<file path="src/afespi_defs.vh">
// constants for the sensor front end serial configuration port
`ifndef AFESPI_DEFS_VH
`define AFESPI_DEFS_VH
`define AFESPI_ADDR_CFG 4'h0
`define AFESPI_ADDR_DAC 4'h1
`define AFESPI_ADDR_UNLOCK 4'hf
`define AFESPI_CFG_RST 8'h00
`define AFESPI_DAC_RST 8'h80
`define AFESPI_UNLOCK_RST 8'h00
`define AFESPI_UNLOCK_KEY1 8'hfe
`define AFESPI_UNLOCK_KEY2 8'hed
`define AFESPI_BIT_INPUT_CHANNEL_SELECT 7
`define AFESPI_BIT_PWR_HI 6
`define AFESPI_BIT_PWR_LO 5
`define AFESPI_BIT_FILT 4
`define AFESPI_BIT_CMODE 3
`define AFESPI_BIT_G2_HI 2
`define AFESPI_BIT_G2_LO 1
`define AFESPI_BIT_G1 0
`define AFESPI_CMD_RW 7
`define AFESPI_FRAME_BITS 5'd16
`define AFESPI_CMD_BITS 5'd8
`endif

</file>
<file path="src/afespi_port.v">
// serial configuration port of the dual channel sensor front end
// Overview of operation
// - first gain one bit (250/42), second gain two bits (4,8,16,32)
// - first gain bit set selects the low gain mode of stage one
// - filter route bit zero feeds stages direct, one via filter pins
// - filter route bit lives in configuration register, serially writable
// - common mode select bit picks 1.15V or 2.59V
// - three wire port, writes only after reset, reads once unlocked
// - chip select release aborts an unfinished transaction, no partial write
// - chip select assertion restarts bit counter and state
// - chip select may be tied low; framing then by bit count
// - write is one command byte then one data byte
// - incoming data sampled on rising serial clock edges
// - on reads, drive data pin after falling edge ending bit eight
// - read data bits change on falling clock edges
// - release data pin after sixteenth rising edge or chip select high
// - turnaround between master release and device drive is half cycle
// - read mode persists over any number of reads until unlock rewritten
// - input and output share one bidirectional data pin
// - command: bit7 read flag, bits 6:4 zero, bits 3:0 address
// - unlock by writing fe then ed; any other write to the unlock address leaves read mode
// - config at 0 reset 00, offset code at 1 reset 80, unlock at f
// - config bits: channel 7, power 6:5, filter 4, mode 3, gains 2:1 0
`include "afespi_defs.vh"
module afespi_port (
    mclk,
    sys_rst,
    serial_clk,
    chip_select_low,
    serial_data_in,
    serial_data_out,
    serial_data_oe_n,
    input_channel_select,
    amp_power_enable,
    external_filter_route,
    common_mode_select,
    second_stage_gain_select,
    first_stage_gain_select,
    offset_dac_code,
    read_mode,
    nonzero_reserved_seen
);
    input wire mclk;
    input wire sys_rst;
    input wire serial_clk;
    input wire chip_select_low;
    input wire serial_data_in;
    output reg serial_data_out;
    output reg serial_data_oe_n;
    output reg input_channel_select;
    output reg [1:0] amp_power_enable;
    output reg external_filter_route;
    output reg common_mode_select;
    output reg [1:0] second_stage_gain_select;
    output reg first_stage_gain_select;
    output reg [7:0] offset_dac_code;
    output reg read_mode;
    output reg nonzero_reserved_seen;

    // frame phase states, one-hot
    localparam ST_CMD = 3'b001;
    localparam ST_WDATA = 3'b010;
    localparam ST_RDATA = 3'b100;

    wire sclk_s;
    wire csn_s;
    wire din_s;
    reg sclk_d_ff;
    reg csn_d_ff;
    reg [2:0] state_ff;
    reg [2:0] nxt_state;
    reg [4:0] bitcnt_ff;
    reg [4:0] nxt_bitcnt;
    reg [7:0] cmd_ff;
    reg [7:0] nxt_cmd;
    reg [7:0] data_ff;
    reg [7:0] nxt_data;
    reg [7:0] cfg_ff;
    reg [7:0] nxt_cfg;
    reg [7:0] dac_ff;
    reg [7:0] nxt_dac;
    reg key1_ff;
    reg nxt_key1;
    reg rmode_ff;
    reg nxt_rmode;
    reg [7:0] shout_ff;
    reg [7:0] nxt_shout;
    reg oe_n_ff;
    reg nxt_oe_n;
    reg rsv_ff;
    reg nxt_rsv;
    reg [7:0] wbyte;
    wire sclk_rise;
    wire sclk_fall;
    wire cs_fall;
    wire cs_active;

    // register read mux by address
    function [7:0] afespi_rd;
        input [3:0] addr;
        input [7:0] cfg;
        input [7:0] dac;
        begin
            case (addr)
                `AFESPI_ADDR_CFG: afespi_rd = cfg;
                `AFESPI_ADDR_DAC: afespi_rd = dac;
                default: afespi_rd = 8'h00;
            endcase
        end
    endfunction

    // pins into the mclk domain
    afespi_sync #(.RST_VAL(1'b1)) u_sclk_sync (
        .mclk(mclk),
        .sys_rst(sys_rst),
        .din(serial_clk),
        .dout(sclk_s)
    );
    afespi_sync #(.RST_VAL(1'b1)) u_csn_sync (
        .mclk(mclk),
        .sys_rst(sys_rst),
        .din(chip_select_low),
        .dout(csn_s)
    );
    afespi_sync #(.RST_VAL(1'b0)) u_din_sync (
        .mclk(mclk),
        .sys_rst(sys_rst),
        .din(serial_data_in),
        .dout(din_s)
    );

    // edge finders on synchronised pins
    always @(posedge mclk) begin
        if (sys_rst) begin
            sclk_d_ff <= 1'b1;
            csn_d_ff <= 1'b1;
        end else begin
            sclk_d_ff <= sclk_s;
            csn_d_ff <= csn_s;
        end
    end
    assign sclk_rise = sclk_s & ~sclk_d_ff;
    assign sclk_fall = ~sclk_s & sclk_d_ff;
    assign cs_fall = ~csn_s & csn_d_ff;
    assign cs_active = ~csn_s;

    // frame sequencing, decode and register update
    always @* begin
        nxt_state = state_ff;
        nxt_bitcnt = bitcnt_ff;
        nxt_cmd = cmd_ff;
        nxt_data = data_ff;
        nxt_cfg = cfg_ff;
        nxt_dac = dac_ff;
        nxt_key1 = key1_ff;
        nxt_rmode = rmode_ff;
        nxt_shout = shout_ff;
        nxt_oe_n = oe_n_ff;
        nxt_rsv = rsv_ff;
        wbyte = {data_ff[6:0], din_s};
        if (!cs_active || cs_fall) begin
            // abort on release, restart on assertion
            nxt_state = ST_CMD;
            nxt_bitcnt = 5'd0;
            nxt_oe_n = 1'b1;
        end else begin
            case (state_ff)
                ST_CMD: begin
                    if (sclk_rise) begin
                        nxt_cmd = {cmd_ff[6:0], din_s};
                        nxt_bitcnt = bitcnt_ff + 5'd1;
                        if (bitcnt_ff == `AFESPI_CMD_BITS - 5'd1) begin
                            // reserved bits must be zero
                            nxt_rsv = (cmd_ff[5:3] != 3'b000);
                            if (cmd_ff[6] && rmode_ff) begin
                                nxt_state = ST_RDATA;
                                nxt_shout = afespi_rd({cmd_ff[2:0], din_s},
                                    cfg_ff, dac_ff);
                            end else begin
                                nxt_state = ST_WDATA;
                            end
                        end
                    end
                end
                ST_WDATA: begin
                    if (sclk_rise) begin
                        nxt_data = wbyte;
                        nxt_bitcnt = bitcnt_ff + 5'd1;
                        if (bitcnt_ff == `AFESPI_FRAME_BITS - 5'd1) begin
                            nxt_state = ST_CMD;
                            nxt_bitcnt = 5'd0;
                            // commit only on a full frame, writes only
                            if (!cmd_ff[`AFESPI_CMD_RW]) begin
                                case (cmd_ff[3:0])
                                    `AFESPI_ADDR_CFG: nxt_cfg = wbyte;
                                    `AFESPI_ADDR_DAC: nxt_dac = wbyte;
                                    `AFESPI_ADDR_UNLOCK: begin
                                        // two-step unlock key
                                        nxt_key1 = (wbyte ==
                                            `AFESPI_UNLOCK_KEY1);
                                        nxt_rmode = key1_ff && (wbyte ==
                                            `AFESPI_UNLOCK_KEY2);
                                    end
                                    default: nxt_cfg = cfg_ff;
                                endcase
                            end
                        end
                    end
                end
                ST_RDATA: begin
                    if (sclk_fall && oe_n_ff &&
                        bitcnt_ff == `AFESPI_CMD_BITS) begin
                        nxt_oe_n = 1'b0;
                    end else if (sclk_fall && !oe_n_ff) begin
                        nxt_shout = {shout_ff[6:0], 1'b0};
                    end
                    if (sclk_rise) begin
                        nxt_bitcnt = bitcnt_ff + 5'd1;
                        if (bitcnt_ff == `AFESPI_FRAME_BITS - 5'd1) begin
                            nxt_state = ST_CMD;
                            nxt_bitcnt = 5'd0;
                            nxt_oe_n = 1'b1;
                        end
                    end
                end
                default: begin
                    nxt_state = ST_CMD;
                    nxt_bitcnt = 5'd0;
                    nxt_oe_n = 1'b1;
                end
            endcase
        end
    end

    // state and register flops
    always @(posedge mclk) begin
        if (sys_rst) begin
            state_ff <= ST_CMD;
            bitcnt_ff <= 5'd0;
            cmd_ff <= 8'h00;
            data_ff <= 8'h00;
            cfg_ff <= `AFESPI_CFG_RST;
            dac_ff <= `AFESPI_DAC_RST;
            key1_ff <= 1'b0;
            rmode_ff <= 1'b0;
            shout_ff <= 8'h00;
            oe_n_ff <= 1'b1;
            rsv_ff <= 1'b0;
        end else begin
            state_ff <= nxt_state;
            bitcnt_ff <= nxt_bitcnt;
            cmd_ff <= nxt_cmd;
            data_ff <= nxt_data;
            cfg_ff <= nxt_cfg;
            dac_ff <= nxt_dac;
            key1_ff <= nxt_key1;
            rmode_ff <= nxt_rmode;
            shout_ff <= nxt_shout;
            oe_n_ff <= nxt_oe_n;
            rsv_ff <= nxt_rsv;
        end
    end

    // output flops, configuration fields split out
    always @(posedge mclk) begin
        if (sys_rst) begin
            serial_data_out <= 1'b0;
            serial_data_oe_n <= 1'b1;
            input_channel_select <= 1'b0;
            amp_power_enable <= 2'b00;
            external_filter_route <= 1'b0;
            common_mode_select <= 1'b0;
            second_stage_gain_select <= 2'b00;
            first_stage_gain_select <= 1'b0;
            offset_dac_code <= `AFESPI_DAC_RST;
            read_mode <= 1'b0;
            nonzero_reserved_seen <= 1'b0;
        end else begin
            serial_data_out <= nxt_shout[7];
            serial_data_oe_n <= nxt_oe_n;
            input_channel_select <= nxt_cfg[`AFESPI_BIT_INPUT_CHANNEL_SELECT];
            amp_power_enable <=
                nxt_cfg[`AFESPI_BIT_PWR_HI:`AFESPI_BIT_PWR_LO];
            external_filter_route <= nxt_cfg[`AFESPI_BIT_FILT];
            common_mode_select <= nxt_cfg[`AFESPI_BIT_CMODE];
            second_stage_gain_select <=
                nxt_cfg[`AFESPI_BIT_G2_HI:`AFESPI_BIT_G2_LO];
            first_stage_gain_select <= nxt_cfg[`AFESPI_BIT_G1];
            offset_dac_code <= nxt_dac;
            read_mode <= nxt_rmode;
            nonzero_reserved_seen <= nxt_rsv;
        end
    end
endmodule // afespi_port

</file>
<file path="src/afespi_sync.v">
// two flip-flop synchroniser for one pin input
module afespi_sync (
    mclk,
    sys_rst,
    din,
    dout
);
    parameter RST_VAL = 1'b0;
    input wire mclk;
    input wire sys_rst;
    input wire din;
    output wire dout;
    reg meta_ff;
    reg sync_ff;
    // first stage read only by the second
    always @(posedge mclk) begin
        if (sys_rst) begin
            meta_ff <= RST_VAL;
            sync_ff <= RST_VAL;
        end else begin
            meta_ff <= din;
            sync_ff <= meta_ff;
        end
    end
    assign dout = sync_ff;
endmodule // afespi_sync

</file>
<file path="config.mk">
export PLATFORM = sky130hd
export DESIGN_NAME = afespi_port
export DESIGN_NICKNAME = d
export VERILOG_FILES = /design/src/afespi_port.v /design/src/afespi_sync.v
export VERILOG_INCLUDE_DIRS = /design/src
export SDC_FILE = /design/constraint.sdc
export NUM_CORES = 1
export LEC_CHECK = 0
export BUFFER_PORTS_ARGS = -buffer_cell sky130_fd_sc_hd__clkbuf_2
export CAP_MARGIN = 10
export CORE_UTILIZATION = 35
export DETAILED_ROUTE_END_ITERATION = 10
export GPL_ROUTABILITY_DRIVEN = 0
export GPL_TIMING_DRIVEN = 0
export PLACE_DENSITY_LB_ADDON = 0.05
export SYNTH_ARGS = -nofsm -noshare
export SYNTH_HDL_FRONTEND = slang
export SYNTH_SLANG_ARGS = --single-unit
export TNS_END_PERCENT = 50
</file>
<file path="constraint.sdc">
create_clock -name mclk -period 2.7 [get_ports mclk]
set_input_delay 0.405 -clock mclk [delete_from_list [all_inputs] [get_ports mclk]]
set_output_delay 0.405 -clock mclk [all_outputs]
set_load 0.005 [all_outputs]
</file>
==> impl_metrics.tcl <==
set metrics [dict create \
    clk_pin_slew_ns 0.07 \
    fin_nets 347 \
    cp_top_family "simple AND/OR/NAND/NOR gates" \
    p_per_area_nw_per_um2 568.5 \
    hold_depth 2 \
    area_growth_pct 17.02 \
    totalNegativeSetupSlack_ns 0 \
    cts_root_buffer "clkbuf_8" \
    slowest_stage "dfxtp_1" \
    die_h_um 90.87 \
    hold_viol 0 \
    rsz0062_at_grt "false" \
    grt_pass1_vias 2187 \
    syn_area_sq_um 2764 \
    yosys-top-cells-count "59 x dfxtp_1, 31 x nand2_1, 26 x a21oi_1" \
    r2r-end "offset_dac_code[7]" \
    worst_path_largest_cell_delay_ns 0.40 \
    crit_chain "ha_1 > and3_1 > ha_1 > and3b_1 > nand4_2 > a211o_1" \
    synth_compound_area_share_pct 14.17 \
    relSlewSlack_pct 58.98 \
    cts-resized-gates 0 \
    port_buffers 23 \
    synth.net_count 313 \
    drtPass1Iterations 4 \
    diodes 0 \
    cts_buffers 9 \
    synth_top_area_share_pct 42.73 \
    dpl-instance-area_sq_um 3007 \
    yosys.area_share.simple_pct 26.66 \
    synth-xor-area-share_pct 0.6338 \
    hp-class "in -> reg" \
    synth-adder-area-share_pct 1.811 \
    antenna_found_initial 0 \
    design.core.area_sq_um 7687 \
    max_slew.worst_pin.slew_ns 0.6153 \
    clk_latency_ns 0.34 \
    clockBufferDepth 2 \
    dp_hpwl_um 5022 \
    drc 0 \
    ioPinCount 25 \
    yosysUniqueCellTypes 54 \
    ant_nets 0 \
    wirelength_um 6923 \
    seq_area_frac_synth_pct 42.73 \
    timing.critical_path.from "bitcnt_ff[0]" \
    pre_cts_ws_ns 0.4742 \
    final_area_sq_um 3234 \
    slew_viol_final 0 \
    critPathRequiredTime_ns 2.93 \
    gr-total-overflow 0 \
    r2r_slack_ns 0.47 \
    async_flop_share_pct 0 \
    die_w_um 90.87 \
    syn_inst 304 \
    finalCriticalPeriod_ns 2.225 \
    synthFlopType "dfxtp_1" \
    ir_drop_mv 0.2949 \
    hp-start "chip_select_low" \
    period_share_pct 82.42 \
    setup_slack_ns 0.4746 \
    ctsHoldBuffers 0 \
    postCtsSetupBuffers 0 \
    tritoncts "done" \
    synth_top_family_by_area "simple AND/OR/NAND/NOR gates" \
    initial_core_util_pct 35.95 \
    yosys-top-cells-area "dfxtp_1 43%, mux2i_1 9.1%, a21oi_1 4.7%, nand2_1 4.2%, nand3_1 3.4%" \
    cp_common_cell "ha_1" \
    grt_start_max_net_pins 11 \
    synthMuxAreaShare_pct 9.054 \
    cap_violations 0 \
    clock_skew_ns 0.006475 \
    p_leak_nw 1.229 \
    viasPerCell 5.189 \
    grt_use_total_pct 18.06 \
    rr_worst_depth 6 \
    critPathArrivalTime_ns 2.46 \
    reg2reg_from "bitcnt_ff[0]" \
    synth.most_common_cell "dfxtp_1" \
    cp_max_fo 9 \
    drt-initial-drc-count 98 \
    fp.dieArea_sq_um 8256 \
    max_freq_ghz 0.4494 \
    hold_end "u_csn_sync.meta_ff" \
    layout-drive-gt1-share_pct 18.95 \
    rows 32 \
    power_mw 1.839 \
    endpoint_kind "flip-flop" \
    status "finished, final reports clean" \
    ys_warn_count 0 \
    setup.worst_path.start_class "flip-flop" \
    synth-edff-count 0 \
    wl_per_cell_um 15.56 \
    syn-mean-instance-area_sq_um 9.092 \
    vias 2309 \
    yosysTopAreaCell "dfxtp_1" \
    cts.sinks 59 \
    finalSetupViolCount 0 \
    path_buf_inv 0 \
    grt_pass1_wl_um 11600 \
    worstSetupPathType "reg -> reg" \
    cts_max_level 3 \
    ys_ff_latch 59 \
]
## cell usage in the layout, fill, tap and decap left out, types with 9 or more instances in the layout
cell and instances:
dfxtp_1 59, nand2_1 31, a21oi_1 26, mux2i_1 25, clkbuf_2 24, nor2_1 20
nand3_1 19, clkbuf_8 11, or3_1 9
## registers in the layout, indices dropped and copies added, names as in the netlist, 3 cells and up
| signal | count |
|---|---|
| cfg_ff | 8 |
| cmd_ff | 8 |
| offset_dac_code | 8 |
| shout_ff | 8 |
| data_ff | 7 |
| bitcnt_ff | 5 |
| state_ff | 3 |
## cell families after synthesis
| logic type | Yosys count |
|---|---|
| AO/OA/AOI/OAI | 57 |
| XOR/XNOR | 2 |
| adder cells (fa/ha/maj) | 4 |
| buffers and inverters | 28 |
| flip-flops | 59 |
| multiplexers | 25 |
| AND/OR/NAND/NOR | 129 |
## worst max-delay path by stage
stage                               endpoint  slack [ns]  cells after the start
after floorplan           offset_dac_code[7]        0.85                      6
after global placement    offset_dac_code[7]        0.47                      6
after detailed placement  offset_dac_code[7]        0.47                      6
after CTS                 offset_dac_code[7]        0.46                      6
after global routing      offset_dac_code[7]        0.27                      6
final                     offset_dac_code[7]        0.47                      6
## report_power, final
| group | leakage [nW] | switching (mW) | internal (mW) |
|---|---|---|---|
| logic | 0.640 | 0.0234 | 0.0116 |
| registers | 0.477 | 0.00406 | 0.875 |
| clock network | 0.113 | 0.356 | 0.569 |
| total | 1.23 | 0.383 | 1.46 |
## cell type report
class / count / area (sq um)
timing repair buffer: 23 / 115.1
clock inverter: 4 / 72.57
inverter: 8 / 30.03
fill: 820 / 4453
tap: 102 / 127.6
multi-input combinational: 217 / 1446
sequential: 59 / 1181
clock buffer: 12 / 155.1
buffer: 20 / 106.4
## per-layer routing
metal	track usage, %	share of wire (%)
met5	0	0
met4	7.143	1.7
met3	3.030	1.9
met2	27.90	45
met1	24.95	52
## through the flow
step                hold slack, ns  utilization, %  cells
floorplan                   0.3895               -    304
detailed placement          0.3997           39.11    429
finish                      0.2452           42.07    445
global placement            0.3913           39.11    429
CTS                         0.2353           42.07    445
global route                0.2479           42.07    445
No activity file was read; power rests on OpenSTA's default activity.
